`src/hw/wake_pkg.sv`:
```
`default_nettype none

package wake_pkg;

  // ==========================================================
  // variants and sizes
  localparam int NUM_TIMERS = 2;
  localparam int CNT_W_LARGE = 35;
  localparam int CNT_W_SMALL = 32;
  localparam logic [34:0] ROLL_LARGE = 35'h0_7FFF_FFFF;
  localparam logic [34:0] ROLL_SMALL = 35'h0_0FFF_FFFF;
  localparam int ADDR_W = 8;
  localparam int DATA_W = 32;

  // ==========================================================
  // global register offsets
  localparam logic [7:0] OFF_CMD = 8'h00;
  localparam logic [7:0] OFF_ACTIVE = 8'h04;
  localparam logic [7:0] OFF_FIRED = 8'h08;
  localparam logic [7:0] OFF_CLKSEL = 8'h0C;
  localparam logic [7:0] OFF_CAL_RES = 8'h10;
  localparam logic [7:0] OFF_CAL_STAT = 8'h14;
  localparam logic [7:0] OFF_INT_STAT = 8'h18;
  localparam logic [7:0] OFF_INT_MASK = 8'h1C;

  // ==========================================================
  // per-timer window: addr[7:5] = TMR_WIN0 + timer index
  localparam int TMR_IDX_LSB = 5;
  localparam logic [2:0] TMR_WIN0 = 3'h1;
  localparam logic [4:0] TOFF_IRQ_EN = 5'h00;
  localparam logic [4:0] TOFF_LOAD_LO = 5'h04;
  localparam logic [4:0] TOFF_LOAD_HI = 5'h08;
  localparam logic [4:0] TOFF_CNT_LO = 5'h0C;
  localparam logic [4:0] TOFF_CNT_HI = 5'h10;

  // ==========================================================
  // field positions
  localparam int CMD_START_LSB = 0;
  localparam int CMD_STOP_LSB = 2;
  localparam int CMD_CAL_BIT = 4;
  localparam int CLKSEL_BIT = 0;
  localparam int IRQ_EN_BIT = 0;
  localparam int CAL_BUSY_BIT = 0;
  localparam int INT_CAL_BIT = 2;
  localparam int INT_W = 3;

  // ==========================================================
  // reset values
  localparam logic [2:0] RST_INT_MASK = 3'h7;
  localparam logic RST_CLKSEL = 1'b0;

  // ==========================================================
  // timing
  localparam int SLOW_CLK_NOM_HZ = 32000;
  localparam int CLK_FREQ_MHZ = 50;
  localparam int CAL_REF_MHZ = 16;
  localparam int CAL_PERIODS = 20;
  localparam int CAL_NOMINAL = 10000;

endpackage

`default_nettype wire

```
`src/hw/wake_counter_core.sv`:
```
`timescale 1ns/1ps
`default_nettype none

module wake_counter_core #(
  parameter int CNT_W = 35,
  parameter logic [CNT_W-1:0] ROLL = '1
) (
  // clock and reset
  input wire logic mclk_in,
  input wire logic rst_b_in,
  // slow tick and commands
  input wire logic tick_in,
  input wire logic start_in,
  input wire logic stop_in,
  input wire logic [CNT_W-1:0] load_in,
  // counter state
  output logic [CNT_W-1:0] count_out,
  output logic active_out,
  output logic fire_out
);

  logic [CNT_W-1:0] count_q;
  logic [CNT_W-1:0] count_d;
  logic active_q;
  logic active_d;
  logic fire_q;
  logic fire_d;

  // ==========================================================
  // countdown
  always_comb
  begin
    count_d = count_q;
    active_d = active_q;
    fire_d = 1'b0;
    if (stop_in)
    begin
      // count is kept so software can read where it stopped
      active_d = 1'b0;
    end
    else if (start_in)
    begin
      count_d = load_in;
      active_d = 1'b1;
    end
    else if (active_q && tick_in)
    begin
      if (count_q == '0)
      begin
        count_d = ROLL;
      end
      else
      begin
        count_d = count_q - CNT_W'(1);
        // a load of one would fire on the very first tick
        fire_d = (count_q == CNT_W'(1));
      end
    end
  end

  always_ff @(posedge mclk_in or negedge rst_b_in)
  begin
    if (!rst_b_in)
    begin
      count_q <= '0;
      active_q <= 1'b0;
      fire_q <= 1'b0;
    end
    else
    begin
      count_q <= count_d;
      active_q <= active_d;
      fire_q <= fire_d;
    end
  end

  assign count_out = count_q;
  assign active_out = active_q;
  assign fire_out = fire_q;
endmodule // wake_counter_core

`default_nettype wire

```
`src/hw/sleep_wake_down_counter.sv`:
```
`timescale 1ns/1ps
`default_nettype none

// Overview of operation
// - two independent wake down-counters, 35 bits large or 32 small
// - each counter steps down once per slow clock period
// - large variant selects slow clock source; selection survives sleep
// - calibration measures slow clock against 16 MHz reference
// - each counter may raise an interrupt on firing, enabled per timer
// - writing a running counter's interrupt enable stops it, except counter 0 while calibration holds it
// - start loads the given count, then counts down toward zero
// - at zero: fire event, wrap to rollover value, keep counting
// - stopping a counter leaves its interrupt enable unchanged
// - software can stop a counter and read its current count
// - counters run both in sleep and while the processor runs
// - fired bitmap readable; reading it clears reported bits
// - active bitmap readable; stays active after passing zero
// - a commanded stop raises no interrupt
// - calibration uses counter 0 for twenty periods; nominal gives 10000
module sleep_wake_down_counter #(
  parameter int CNT_W = wake_pkg::CNT_W_LARGE
) (
  // clock and reset
  input wire logic mclk_in,
  input wire logic rst_b_in,
  // slow clock sources
  input wire logic slow_clk_int_in,
  input wire logic slow_clk_ext_in,
  // register port
  input wire logic [wake_pkg::ADDR_W-1:0] addr_in,
  input wire logic [wake_pkg::DATA_W-1:0] wdata_in,
  input wire logic wr_in,
  input wire logic rd_in,
  output logic [wake_pkg::DATA_W-1:0] rdata_out,
  // interrupt
  output logic irq_out
);

  localparam int NT = wake_pkg::NUM_TIMERS;
  localparam int DW = wake_pkg::DATA_W;
  localparam int AW = wake_pkg::ADDR_W;
  localparam int IW = wake_pkg::INT_W;
  localparam int TL = wake_pkg::TMR_IDX_LSB;
  // only the large variant has a selectable slow source
  localparam bit HAS_SRC_SEL = CNT_W > wake_pkg::CNT_W_SMALL;
  localparam logic [CNT_W-1:0] ROLL = HAS_SRC_SEL ?
    CNT_W'(wake_pkg::ROLL_LARGE) : CNT_W'(wake_pkg::ROLL_SMALL);

  typedef enum logic [1:0] {CAL_IDLE, CAL_ARM, CAL_RUN} cal_state_t;

  logic src_sel_q, src_sel_d;
  logic slow_raw;
  logic [2:0] sync_q;
  logic slow_lvl_q, slow_lvl_d;
  logic tick;
  logic [NT-1:0] irq_en_q, irq_en_d;
  logic [DW-1:0] load_lo_q [NT];
  logic [DW-1:0] load_lo_d [NT];
  logic [DW-1:0] load_hi_q [NT];
  logic [DW-1:0] load_hi_d [NT];
  logic [NT-1:0] fired_q, fired_d;
  logic [IW-1:0] int_stat_q, int_stat_d;
  logic [IW-1:0] int_mask_q, int_mask_d;
  logic [IW-1:0] int_clr;
  logic [DW-1:0] rdata_q, rdata_d;
  logic [NT-1:0] sw_start, sw_stop, en_stop;
  logic [NT-1:0] core_start, core_stop;
  logic [NT-1:0] fire, active, fire_evt, t_hit;
  logic [CNT_W-1:0] count [NT];
  logic [CNT_W-1:0] core_load [NT];
  logic [2*DW-1:0] count_ext [NT];
  logic [TL-1:0] t_off;
  logic rd_fired;
  logic cal_go;
  cal_state_t cal_state_q, cal_state_d;
  logic [6:0] cal_acc_q, cal_acc_d, cal_sum;
  logic [DW-1:0] cal_cnt_q, cal_cnt_d;
  logic [DW-1:0] cal_res_q, cal_res_d;
  logic cal_busy, cal_load, cal_finish;

  // ==========================================================
  // slow clock pickup
  // the mux sits ahead of the synchroniser; a source switch may cost or
  // add one tick, which software tolerates since it recalibrates anyway
  assign slow_raw = (HAS_SRC_SEL && src_sel_q) ? slow_clk_ext_in
                                               : slow_clk_int_in;

  always_comb
  begin
    slow_lvl_d = slow_lvl_q;
    if (sync_q[1] == sync_q[2])
      slow_lvl_d = sync_q[2];
  end

  // one tick per slow period, counters never gated by any sleep state
  assign tick = slow_lvl_d && !slow_lvl_q;

  always_ff @(posedge mclk_in or negedge rst_b_in)
  begin
    if (!rst_b_in)
    begin
      sync_q <= 3'h0;
      slow_lvl_q <= 1'b0;
    end
    else
    begin
      sync_q <= {sync_q[1:0], slow_raw};
      slow_lvl_q <= slow_lvl_d;
    end
  end

  // ==========================================================
  // register decode
  always_comb
  begin
    for (int i = 0; i < NT; i++)
      t_hit[i] = addr_in[AW-1:TL] == 3'(int'(wake_pkg::TMR_WIN0) + i);
  end
  assign t_off = addr_in[TL-1:0];

  always_comb
  begin
    irq_en_d = irq_en_q;
    load_lo_d = load_lo_q;
    load_hi_d = load_hi_q;
    src_sel_d = src_sel_q;
    int_mask_d = int_mask_q;
    sw_start = '0;
    sw_stop = '0;
    en_stop = '0;
    cal_go = 1'b0;
    int_clr = '0;
    rdata_d = '0;
    if (wr_in)
    begin
      if (addr_in == wake_pkg::OFF_CMD)
      begin
        sw_start = wdata_in[wake_pkg::CMD_START_LSB +: NT];
        sw_stop = wdata_in[wake_pkg::CMD_STOP_LSB +: NT];
        cal_go = wdata_in[wake_pkg::CMD_CAL_BIT];
      end
      if (addr_in == wake_pkg::OFF_CLKSEL)
        src_sel_d = wdata_in[wake_pkg::CLKSEL_BIT];
      if (addr_in == wake_pkg::OFF_INT_STAT)
        int_clr = wdata_in[IW-1:0];
      if (addr_in == wake_pkg::OFF_INT_MASK)
        int_mask_d = wdata_in[IW-1:0];
      for (int i = 0; i < NT; i++)
      begin
        if (t_hit[i] && t_off == wake_pkg::TOFF_IRQ_EN)
        begin
          irq_en_d[i] = wdata_in[wake_pkg::IRQ_EN_BIT];
          en_stop[i] = active[i];
        end
        if (t_hit[i] && t_off == wake_pkg::TOFF_LOAD_LO)
          load_lo_d[i] = wdata_in;
        if (t_hit[i] && t_off == wake_pkg::TOFF_LOAD_HI)
          load_hi_d[i] = wdata_in;
      end
    end
    if (rd_in)
    begin
      unique case (addr_in)
        wake_pkg::OFF_ACTIVE: rdata_d = DW'(active);
        wake_pkg::OFF_FIRED: rdata_d = DW'(fired_q);
        wake_pkg::OFF_CLKSEL: rdata_d = DW'(src_sel_q);
        wake_pkg::OFF_CAL_RES: rdata_d = cal_res_q;
        wake_pkg::OFF_CAL_STAT: rdata_d = DW'(cal_busy);
        wake_pkg::OFF_INT_STAT: rdata_d = DW'(int_stat_q);
        wake_pkg::OFF_INT_MASK: rdata_d = DW'(int_mask_q);
        default: rdata_d = '0;
      endcase
      for (int i = 0; i < NT; i++)
      begin
        if (t_hit[i] && t_off == wake_pkg::TOFF_IRQ_EN)
          rdata_d = DW'(irq_en_q[i]);
        if (t_hit[i] && t_off == wake_pkg::TOFF_LOAD_LO)
          rdata_d = load_lo_q[i];
        if (t_hit[i] && t_off == wake_pkg::TOFF_LOAD_HI)
          rdata_d = load_hi_q[i];
        if (t_hit[i] && t_off == wake_pkg::TOFF_CNT_LO)
          rdata_d = count_ext[i][DW-1:0];
        if (t_hit[i] && t_off == wake_pkg::TOFF_CNT_HI)
          rdata_d = count_ext[i][2*DW-1:DW];
      end
    end
    // only bits that were reported are cleared; a new fire always wins
    rd_fired = rd_in && addr_in == wake_pkg::OFF_FIRED;
    fired_d = (fired_q & ~(rd_fired ? fired_q : '0)) | fire_evt;
    int_stat_d = (int_stat_q & ~int_clr) | {cal_finish, fire_evt};
  end

  always_ff @(posedge mclk_in or negedge rst_b_in)
  begin
    if (!rst_b_in)
    begin
      irq_en_q <= '0;
      fired_q <= '0;
      src_sel_q <= wake_pkg::RST_CLKSEL;
      int_stat_q <= '0;
      int_mask_q <= wake_pkg::RST_INT_MASK;
      rdata_q <= '0;
      for (int i = 0; i < NT; i++)
      begin
        load_lo_q[i] <= '0;
        load_hi_q[i] <= '0;
      end
    end
    else
    begin
      irq_en_q <= irq_en_d;
      fired_q <= fired_d;
      src_sel_q <= src_sel_d;
      int_stat_q <= int_stat_d;
      int_mask_q <= int_mask_d;
      rdata_q <= rdata_d;
      load_lo_q <= load_lo_d;
      load_hi_q <= load_hi_d;
    end
  end

  assign rdata_out = rdata_q;
  // stopping never touches irq_en, and stop itself never sets status
  assign irq_out = |(int_stat_q & int_mask_q & {1'b1, irq_en_q});

  // ==========================================================
  // calibration: counter 0 times twenty slow periods while a
  // fractional accumulator turns mclk into 16 MHz reference ticks
  assign cal_busy = cal_state_q != CAL_IDLE;
  assign cal_sum = cal_acc_q + 7'(wake_pkg::CAL_REF_MHZ);

  always_comb
  begin
    cal_state_d = cal_state_q;
    cal_acc_d = cal_acc_q;
    cal_cnt_d = cal_cnt_q;
    cal_res_d = cal_res_q;
    cal_load = 1'b0;
    cal_finish = 1'b0;
    unique case (cal_state_q)
      CAL_IDLE:
        if (cal_go)
          cal_state_d = CAL_ARM;
      CAL_ARM:
        // wait for a tick edge so the window spans whole periods
        if (tick)
        begin
          cal_load = 1'b1;
          cal_acc_d = '0;
          cal_cnt_d = '0;
          cal_state_d = CAL_RUN;
        end
      CAL_RUN:
        if (fire[0])
        begin
          cal_finish = 1'b1;
          cal_res_d = cal_cnt_q;
          cal_state_d = CAL_IDLE;
        end
        else if (cal_sum >= 7'(wake_pkg::CLK_FREQ_MHZ))
        begin
          cal_acc_d = cal_sum - 7'(wake_pkg::CLK_FREQ_MHZ);
          cal_cnt_d = cal_cnt_q + DW'(1);
        end
        else
          cal_acc_d = cal_sum;
    endcase
  end

  always_ff @(posedge mclk_in or negedge rst_b_in)
  begin
    if (!rst_b_in)
    begin
      cal_state_q <= CAL_IDLE;
      cal_acc_q <= 7'h00;
      cal_cnt_q <= '0;
      cal_res_q <= '0;
    end
    else
    begin
      cal_state_q <= cal_state_d;
      cal_acc_q <= cal_acc_d;
      cal_cnt_q <= cal_cnt_d;
      cal_res_q <= cal_res_d;
    end
  end

  // ==========================================================
  // counters; calibration borrows counter 0 and hides its fires
  always_comb
  begin
    core_start = sw_start;
    core_stop = sw_stop | en_stop;
    fire_evt = fire;
    for (int i = 0; i < NT; i++)
      core_load[i] = CNT_W'({load_hi_q[i], load_lo_q[i]});
    if (cal_busy)
    begin
      core_start[0] = cal_load;
      core_stop[0] = cal_finish;
      core_load[0] = CNT_W'(wake_pkg::CAL_PERIODS);
      fire_evt[0] = 1'b0;
    end
    else if (cal_go)
      core_stop[0] = 1'b1;
  end

  for (genvar g = 0; g < NT; g++)
  begin : gen_tmr
    wake_counter_core #(
      .CNT_W(CNT_W),
      .ROLL(ROLL)
    ) u_core (
      .mclk_in(mclk_in),
      .rst_b_in(rst_b_in),
      .tick_in(tick),
      .start_in(core_start[g]),
      .stop_in(core_stop[g]),
      .load_in(core_load[g]),
      .count_out(count[g]),
      .active_out(active[g]),
      .fire_out(fire[g])
    );
    assign count_ext[g] = (2*DW)'(count[g]);

  end
endmodule // sleep_wake_down_counter

`default_nettype wire

```
`config.mk`:
```
export PLATFORM = sky130hd
export DESIGN_NAME = sleep_wake_down_counter
export DESIGN_NICKNAME = d
export VERILOG_FILES = /design/src/hw/wake_pkg.sv /design/src/hw/wake_counter_core.sv /design/src/hw/sleep_wake_down_counter.sv
export SDC_FILE = /design/constraint.sdc
export NUM_CORES = 1
export LEC_CHECK = 0
export BUFFER_PORTS_ARGS = -buffer_cell sky130_fd_sc_hd__buf_2
export CAP_MARGIN = 10
export CORE_MARGIN = 5
export CORE_UTILIZATION = 62
export CTS_BUF_LIST = sky130_fd_sc_hd__clkbuf_16
export DETAILED_ROUTE_END_ITERATION = 6
export HOLD_SLACK_MARGIN = 0.03
export PLACE_DENSITY = 0.8
export REMOVE_ABC_BUFFERS = 1
export SYNTH_ARGS = -nofsm -noshare
export SYNTH_HDL_FRONTEND = slang
export SYNTH_HIERARCHICAL = 1
export SYNTH_SLANG_ARGS = --single-unit
```
`constraint.sdc`:
```
create_clock -name mclk_in -period 3.6 [get_ports mclk_in]
set_clock_uncertainty 0.15 [all_clocks]
set_input_delay 0 -clock mclk_in [delete_from_list [all_inputs] [get_ports mclk_in]]
set_output_delay 0 -clock mclk_in [all_outputs]
set_load 0.005 [all_outputs]
```
Word level (Yosys, flattened, before mapping)
Index checks and enable logic that the tools add are counted.
Storage, ports and cells
  word-level logic and storage cells: 169
  register bits: 322
  output and inout bits: 33
  input port bits: 46
Cells by class
  order comparisons: 1
  add/subtract/negate cells: 5
  bitwise gates (word level): 11
  equal/unequal tests: 23
  reductions and logical operators: 41
  mux-type cells: 65
Operator list (number)
  two-way mux 32 bit: 14
  two-way mux 35 bit: 7
  one-hot mux 32 bit (7 select lines): 1
  equality test 35 x 1 -> 1 bit (second input constant): 2
  logical NOT 35 bit: 2
  subtractor 35 x 1 -> 35 bit (second input constant): 2
  one-hot mux 32 bit (2 select lines): 1
  adder 32 x 1 -> 32 bit (second input constant): 1
  equality test 8 x 5 -> 1 bit (second input constant): 4
  two-way mux 1 bit: 26
  AND reduction 2 bit: 11
  two-way mux 7 bit: 3
  two-way mux 2 bit: 9
  equality test 8 x 4 -> 1 bit (second input constant): 2
  logical AND 1 bit: 14
  one-hot mux 7 bit (2 select lines): 1
  nonzero test 2 bit: 6
  equality test 5 x 4 -> 1 bit (second input constant): 2
  bitwise AND 3 bit: 3
  equality test 8 x 3 -> 1 bit (second input constant): 1
  logical NOT 8 bit: 1
  adder 7 x 5 -> 7 bit (second input constant): 1
  >= comparator 7 x 6 -> 1 bit (second input constant): 1
  subtractor 7 x 6 -> 7 bit (second input constant): 1
  23 further kinds: 30

Logic depth before layout (Yosys ltp)
Gate-level depths: netlist of run 1.
  depth after elaboration: 13
  depth in mapped cells: 12
  gate-level depth less buffers: 9

By module
Netlist of run 1, hierarchy kept.
Modules (own cells, without submodules)
  sleep_wake_down_counter: seq. area each 6184.7 um^2, cells an instance 1082, area each 11868.9 um^2, times used 1
  wake_counter_core (gen_tmr[1].u_core): seq. area each 925.9 um^2, cells an instance 337, area each 2826.5 um^2, times used 1
  wake_counter_core (gen_tmr[0].u_core): seq. area each 925.9 um^2, cells an instance 342, area each 2732.6 um^2, times used 1

Least setup slack after synthesis of run 1
OpenSTA, ideal clock, no wires.
  path kind: input-to-reg
  start: in addr_in[4] (netlist name)
  end: reg gen_tmr[0].u_core.count_q[19]
  path slack: 0.890 ns
  setup time: 0.129 ns
  cell stages on the path: 11
  arrival: 2.431 ns
  path buffers: 2
  required time: 3.321 ns
  path through: clkbuf_1 -> nor3_1 -> and4_1 -> clkbuf_1 -> nand4_1 -> o21ai_0 -> a21oi_1 -> or2_2 -> or4_1 -> a211oi_1 -> a211oi_1
On the way
  elaborated cells on any way between the ends: 19
  those cells by class: mux: 12; bitwise: 2; reduce/logical: 5
RTL lines
  start: declaration: line sleep_wake_down_counter.sv:30  | input wire logic [wake_pkg::ADDR_W-1:0] addr_in,
  logical NOT 8 bit (*): line sleep_wake_down_counter.sv:136  | if (addr_in == wake_pkg::OFF_CMD)
  two-way mux 2 bit (*): line sleep_wake_down_counter.sv:136
  two-way mux 2 bit (*): line sleep_wake_down_counter.sv:134  | if (wr_in)
  two-way mux 1 bit (*): line sleep_wake_down_counter.sv:297  | if (cal_busy)
  net core_start[0]: line sleep_wake_down_counter.sv:67  | logic [NT-1:0] core_start, core_stop;
  nonzero test 2 bit (no line)
  AND reduction 2 bit (no line)
  end signal: assignment: line wake_counter_core.sv:71  | count_q <= count_d;
  end: declaration: line wake_counter_core.sv:22  | logic [CNT_W-1:0] count_q;
Mark *: on every way through the listed nets, which the timed path passes. The rest lies on a longest branch.
A chain may end at the register's enable or synchronous reset.

Worst setup path in the final report of run 1
  start: reg cal_state_q[0]
  end: reg rdata_q[0], in the netlist rdata_out[0]
On the way
  word-level cells in the longest chain between the ends: 13
Ends and longest elaborated chain
  start: declaration: line sleep_wake_down_counter.sv:75  | cal_state_t cal_state_q, cal_state_d;
  start signal: assignment: line sleep_wake_down_counter.sv:281  | cal_state_q <= cal_state_d;
  nonzero test 2 bit: line sleep_wake_down_counter.sv:229  | assign cal_busy = cal_state_q != CAL_IDLE;
  one-hot mux 32 bit (7 select lines): line sleep_wake_down_counter.sv:163  | unique case (addr_in)
  two-way mux 32 bit: line sleep_wake_down_counter.sv:175  | if (t_hit[i] && t_off == wake_pkg::TOFF_IRQ_EN)
  two-way mux 32 bit: line sleep_wake_down_counter.sv:177  | if (t_hit[i] && t_off == wake_pkg::TOFF_LOAD_LO)
  two-way mux 32 bit: line sleep_wake_down_counter.sv:179  | if (t_hit[i] && t_off == wake_pkg::TOFF_LOAD_HI)
  two-way mux 32 bit: line sleep_wake_down_counter.sv:181  | if (t_hit[i] && t_off == wake_pkg::TOFF_CNT_LO)
  two-way mux 32 bit: line sleep_wake_down_counter.sv:183  | if (t_hit[i] && t_off == wake_pkg::TOFF_CNT_HI)
  two-way mux 32 bit: line sleep_wake_down_counter.sv:175
  two-way mux 32 bit: line sleep_wake_down_counter.sv:177
  two-way mux 32 bit: line sleep_wake_down_counter.sv:179
  two-way mux 32 bit: line sleep_wake_down_counter.sv:181
  two-way mux 32 bit: line sleep_wake_down_counter.sv:183
  two-way mux 32 bit: line sleep_wake_down_counter.sv:161  | if (rd_in)
  net rdata_d[0]: line sleep_wake_down_counter.sv:65  | logic [DW-1:0] rdata_q, rdata_d;
  end signal: assignment: line sleep_wake_down_counter.sv:216  | rdata_q <= rdata_d;
  end: declaration: line sleep_wake_down_counter.sv:65
The timed path passes the listed nets, and every way through them passes these cells.

==> results.cfg, run 1 <==
[status]
status = complete, no violations

[power_and_ir_drop]
ir_worst_vdd_mv = 0.386
p_total_w = 0.00950
p_leak_nw = 8.88
power_density_mw_per_mm2 = 477

[critical_path]
crit_arrival_ns = 3.64
crit_top_cell = dlygate4sd3_1
critPathMaxFanout = 41
cp.required_ns = 3.90
slowest_delay_ns = 0.58
path_cells = inv_1 -> ha_1 -> buf_4 -> nor4b_1 -> a21oi_1 -> o22ai_1 -> nand3_1 -> dlygate4sd3_1 -> a31oi_1 -> dlygate4sd3_1
critPathKind = flip-flop to flip-flop
crit_path_top_delay_cell = dlygate4sd3_1
end_kind = flip-flop
startpoint_type = flip-flop

[drt]
drc = 0
wl_per_cell_um = 24.7
vias_per_cell = 7.02
drt-total-wl_mm = 55.6
ant_nets = 0
first_pass_iters = 5
drt_iter0_drc = 2094
vias = 15800

[placement]
dpl-instance-area_mm2 = 0.0182
hpwl_mm = 35.9
dp_cells = 2132
gp_congestion = 0.986
portBuffers = 78

[yosys]
synth_area_leaders = dfrtp_1 46%, mux2_2 10%, o21ai_0 3.2%
ys_seq_area_share_pct = 46.1
synth_cell_type_count = 78
synth-main-ff-cell = dfrtp_1
synth_edf_count = 0
synth_top_cell_by_area = dfrtp_1
ys_warn_count = 6
postSynthAreaPerCell_um2 = 9.90
syn_area_mm2 = 0.0174
netlist_instances = 1761
async_reset_ff_share_pct = 100
synth_top_area_share_pct = 45.7
ys_seq_elements = 321

[sta]
tightest_slew_ns = 1.17
final-hold-violation-count = 0
finalCriticalPeriod_ns = 3.34
fmax_mhz = 299
finalSetupViolations = 0
whs_ns = 0.0940
rsz0062_at_grt = no
fin_crit_sh_pct = 92.8
slew_headroom_pct = 22.0
finalMaxSlewViolations = 0

[cells_and_area]
multiInputGateArea_mm2 = 0.00872
post_route_cells_drive_above_1_share_pct = 21.1
areaGrowthSynthToFinish_pct = 14.3
nNetsFinal = 1906
layout_commonest_cell = dfrtp_1
fin_area_mm2 = 0.0199
final_cell_mix = 318 x dfrtp_1, 162 x mux2_2, 114 x nor2_1, 109 x o21ai_0, 104 x a21oi_1
utilization_pct = 71.7
finalNonFillerCells = 2251
seq_area_mm2 = 0.00804
n_fill_cell = 2023

[global_routing]
grt_max_degree = 86
grt-ovfl-total = 0
grt_pass1_wl_mm = 86.8
grt_use_total_pct = 35.0
antenna_found_initial = 3
grt_pass1_vias = 15300

[clock_network]
clkSinkCount = 321
ctsRootBufferMaster = clkbuf_16
clock_latency_ns = 0.52
cts_tree = yes
cts.reportedPaths.clkPinSlew_ns = 0.06
cts.htree.levels = 2
clk_path_buf_depth = 3
cts_buffers = 35

[die]
start_util_pct = 62.7
die_area_mm2 = 0.0316
core_area_mm2 = 0.0278
ioPinCount = 79
rows = 61
die_x_um = 178
die_y_um = 178

[min_path]
hold_class = primary input to flip-flop

[flow_run]
drv_cap = 0
-- metrics by stage --
stage / setup WS [ns] / TNS (ns)
2_1_floorplan: -2.67 / -146.99
3_3_place_gp: 0.325 / 0
3_5_place_dp: 0.252 / 0
4_1_cts: 0.246 / 0
5_1_grt: 0.110 / 0
6_report: 0.260 / 0
-- power by group --
| part | switching, W | leakage, nW | internal, W |
|---|---|---|---|
| clock | 0.00150 | 0.558 | 0.00207 |
| sequential | 0.000250 | 4.37 | 0.00380 |
| combinational | 0.00118 | 3.95 | 0.000703 |
| total | 0.00293 | 8.88 | 0.00657 |
-- path summary, 6_finish.rpt --
kind	start	to	slack [ns]	cells past startpoint
max reg2reg	cal_state_q[0]	rdata_out[0]	0.26	10
min in group asynchronous	rst_b_in	gen_tmr[0].u_core/count_out[21]	0.56	4
min	addr_in[4]	int_mask_q[2]	0.09	4
min reg2reg	sync_q[0]	sync_q[1]	0.23	0
max	cal_state_q[0]	rdata_out[0]	0.26	10
max in group asynchronous	rst_b_in	gen_tmr[1].u_core/count_out[14]	2.32	4
-- kinds of logic after synthesis --
group	Yosys count	share of synthesized area, %
muxes	172	11.0
buffers and inverters	180	4.28
DFF	321	46.1
AOI/OAI and AO/OA	467	18.0
and+or+nand+nor	602	19.3
xor gates and xnor gates	5	0.251
adders and majority gates	14	0.991
-- worst max-delay path, delay by kind of cell (launching register included) --
kind                       cells  cell delay [ns]
and+or+nand+nor                2             0.47
AOI/OAI and AO/OA              3             0.42
adders and majority gates      1             0.33
buffers and inverters          4             1.55
DFF                            1             0.35
-- synthesized netlist by cell type, types with 34 or more instances --
| cell | instances |
|---|---|
| dfrtp_1 | 318 |
| mux2_2 | 162 |
| nor2_1 | 117 |
| o21ai_0 | 111 |
| a21oi_1 | 105 |
| clkbuf_1 | 99 |
| nand2_1 | 76 |
| nor3_1 | 72 |
| or3_1 | 60 |
| a211oi_1 | 46 |
| inv_1 | 46 |
| a221oi_1 | 41 |
| nor4_1 | 41 |
| and2_1 | 39 |
| nand3_1 | 39 |
| nand4_1 | 37 |
| a22oi_1 | 34 |
-- timing repair --
| action | 4_1_cts | 5_1_grt |
|---|---|---|
| setup buffers | 0 | 1 |
| resized for setup | 0 | 0 |
| endpoints found under the hold margin | 472 | 0 |
| hold buffers | 53 | 0 |
| setup endpoints to repair | 0 | 1 |
-- sequential cells by signal, indices dropped and copies added (netlist names) --
name and flops:
gen_tmr.u_core/count_out 70, load_hi_q 61, core_load 35, cal_cnt_q 32
cal_res_q 32, load_lo_q 32, rdata_out 32, cal_acc_q 6
int_mask_q 3, int_stat_q 3, sync_q 3, cal_state_q 2
fired_q 2, gen_tmr.u_core/active_out 2, gen_tmr.u_core/fire_out 2, irq_en_q 2
slow_lvl_q 1, src_sel_q 1
-- layout make-up --
type                    instances  share of cell area [%]
well taps                     378                    2.37
flip-flops and latches        321                    40.4
inverters                      47                   0.886
clock inverters                25                   0.942
repair buffers                181                    7.00
diodes                          1                  0.0126
clock buffers                  37                    4.65
multi-input cells            1261                    43.8
-- routing by layer --
metal  share of wire [%]  track usage (%)  vias to the layer above
li1                    -                -                     6839
met1                  39             47.7                     7809
met2                  45             53.7                      953
met3                 9.1             5.33                      208
met4                 6.7             20.1                        4
met5               0.059                0                        -
Power figures use the tool's default switching activity.
==> run 2: changes to the inputs <==
--- a/config.mk
+++ b/config.mk
@@ -8,11 +8,10 @@
 export BUFFER_PORTS_ARGS = -buffer_cell sky130_fd_sc_hd__buf_2
 export CAP_MARGIN = 10
 export CORE_MARGIN = 5
-export CORE_UTILIZATION = 62
+export CORE_UTILIZATION = 45
 export CTS_BUF_LIST = sky130_fd_sc_hd__clkbuf_16
 export DETAILED_ROUTE_END_ITERATION = 6
 export HOLD_SLACK_MARGIN = 0.03
-export PLACE_DENSITY = 0.8
 export REMOVE_ABC_BUFFERS = 1
 export SYNTH_ARGS = -nofsm -noshare
 export SYNTH_HDL_FRONTEND = slang
==> run 2 against run 1 <==
Net effect:
- register-to-register slack better by 0.08 ns
- sequential power hardly changed
- flip-flop and latch count stayed put
- final cell count is 6.5% higher
- utilization is 19 points lower
- total power is 1.9% higher
- routed wire length is 0.85% higher
- first-iteration DRC count is 43% lower
- via count is 3.9% lower
- die area is 35% higher
- largest power group unchanged
==> results.cfg, run 2 (synthesized netlist as in run 1, its figures left out) <==
[power_and_ir_drop]
p_leak_nw = 8.92
power_density_mw_per_mm2 = 480
ir_worst_vdd_mv = 0.331

[sta]
finalCriticalPeriod_ns = 3.26
finalMaxSlewViolations = 0
final-hold-violation-count = 0
fin_crit_sh_pct = 90.6
fmax_mhz = 306
whs_ns = 0.0618
slew_headroom_pct = 20.8
final.setup.tns_ns = 0
finalSetupViolations = 0
rsz0062_at_grt = no
tightest_slew_ns = 1.19

[placement]
dp_cells = 2273
gp_congestion = 0.899
dpl-instance-area_mm2 = 0.0184
hpwl_mm = 37.8
portBuffers = 78

[clock_network]
cts.reportedPaths.clkPinSlew_ns = 0.06
cts_tree = yes
cts.htree.levels = 2
cts_buffers = 38
clk_path_buf_depth = 3
clkSinkCount = 321
ctsRootBufferMaster = clkbuf_16
clock_latency_ns = 0.54

[drt]
drc = 0
wl_per_cell_um = 23.4
vias = 15200
drt-total-wl_mm = 56.1
drt_iter0_drc = 1187
ant_nets = 0
vias_per_cell = 6.34
first_pass_iters = 5

[critical_path]
startpoint_type = flip-flop
crit_arrival_ns = 3.47
end_kind = flip-flop
path_buf_inv = 3
r2r-start = cal_state_q[1]
r2r_cells = 9
critPathMaxFanout = 37
regToRegSetupSlack_ns = 0.34
path_cells = inv_1 -> ha_1 -> nand4b_1 -> o21ai_4 -> buf_6 -> clkinvlp_4 -> or3_1 -> o21ai_0 -> a211oi_1
critPathKind = flip-flop to flip-flop
cp.required_ns = 3.81
crit_family = buffers and inverters
crit_path_top_delay_cell = o21ai_4
slowest_delay_ns = 0.47
reg2reg_to = gen_tmr[0].u_core/count_out[19]

[status]
status = complete, no violations

[global_routing]
antenna_found_initial = 1
grt-ovfl-total = 0
grt_use_total_pct = 26.2
grt_pass1_wl_mm = 88.0
grt_pass1_vias = 15000
grt_max_degree = 100

[min_path]
hold_start = addr_in[1]
min_delay_worst_endpoint = int_mask_q[1]
hold_depth = 5
hold_class = primary input to flip-flop

[cells_and_area]
nNetsFinal = 1910
fin_area_mm2 = 0.0202
final_cell_mix = 318 x dfrtp_1, 162 x mux2_2, 114 x nor2_1, 109 x o21ai_0, 104 x a21oi_1
areaGrowthSynthToFinish_pct = 15.7
largest_register_ff_count = 70
post_route_cells_drive_above_1_share_pct = 21.4
layout_commonest_cell = dfrtp_1
finalNonFillerCells = 2398

[die]
rows = 72
start_util_pct = 45.3
die_y_um = 207
die_x_um = 207
ioPinCount = 79
core_area_mm2 = 0.0385
die_area_mm2 = 0.0428

[flow_run]
drv_cap = 0
## run 2: timing repair
action / 4_1_cts / 5_1_grt
setup buffers: 0 / 0
hold endpoints to repair: 466 / 0
gates resized for setup: 0 / 3
endpoints found under the setup margin: 0 / 16
hold buffers: 55 / 0
## run 2: worst register-to-register path, cell delays in order (launching register included)
cell	delay, ns
dfrtp_1	0.38
inv_1	0.10
ha_1	0.31
nand4b_1	0.25
o21ai_4	0.47
buf_6	0.38
clkinvlp_4	0.42
or3_1	0.47
o21ai_0	0.09
a211oi_1	0.07
## run 2: per-layer routing
metal	track usage [%]	wire (um)	up-vias
met5	0	0	-
met4	9.63	2170	0
met3	3.64	3650	111
met2	41.6	25700	562
met1	37.0	24500	7662
li1	-	-	6868
## run 2: through the flow
stage / utilization [%] / power, W / worst slack [ns]
floorplan: - / 0.00519 / -2.67
finish: 52.4 / 0.00968 / 0.337
global placement: 47.8 / 0.00586 / 0.211
global route: 52.4 / 0.0101 / 0.138
CTS: 52.4 / 0.00973 / 0.0879
detailed placement: 47.8 / 0.00591 / 0.0964
## run 2: layout make-up
cell class	instances	area [um2]
Timing Repair Buffer	182	1370
Antenna cell	1	2.50
Clock buffer	39	976
Multi-Input combinational cell	1260	8720
Tap cell	518	648
Sequential cell	321	8040
Inverter	47	180
Fill cell	3520	18300
Timing Repair inverter	1	7.51
Clock inverter	29	231
## run 2: worst max path at each step
| stage | startpoint | endpoint | slack [ns] | cells past startpoint |
|---|---|---|---|---|
| 2_1_floorplan | cal_state_q[0] | gen_tmr[0].u_core/count_out[4] | -2.67 | 8 |
| 3_3_place_gp | cal_state_q[1] | gen_tmr[0].u_core/count_out[3] | 0.21 | 9 |
| 3_5_place_dp | cal_state_q[1] | gen_tmr[0].u_core/count_out[25] | 0.1 | 9 |
| 4_1_cts | cal_state_q[1] | gen_tmr[0].u_core/count_out[3] | 0.09 | 9 |
| 5_1_grt | cal_state_q[1] | gen_tmr[0].u_core/count_out[20] | 0.14 | 10 |
| 6_report | cal_state_q[1] | gen_tmr[0].u_core/count_out[19] | 0.34 | 9 |
## run 2: power by group
| part | leakage, nW | total [W] | internal, W | switching [W] |
|---|---|---|---|---|
| Clock | 0.608 | 0.00375 | 0.00218 | 0.00157 |
| Sequential | 4.37 | 0.00404 | 0.00380 | 0.000243 |
| Combinational | 3.94 | 0.00188 | 0.000709 | 0.00117 |
| Total | 8.92 | 0.00968 | 0.00669 | 0.00299 |
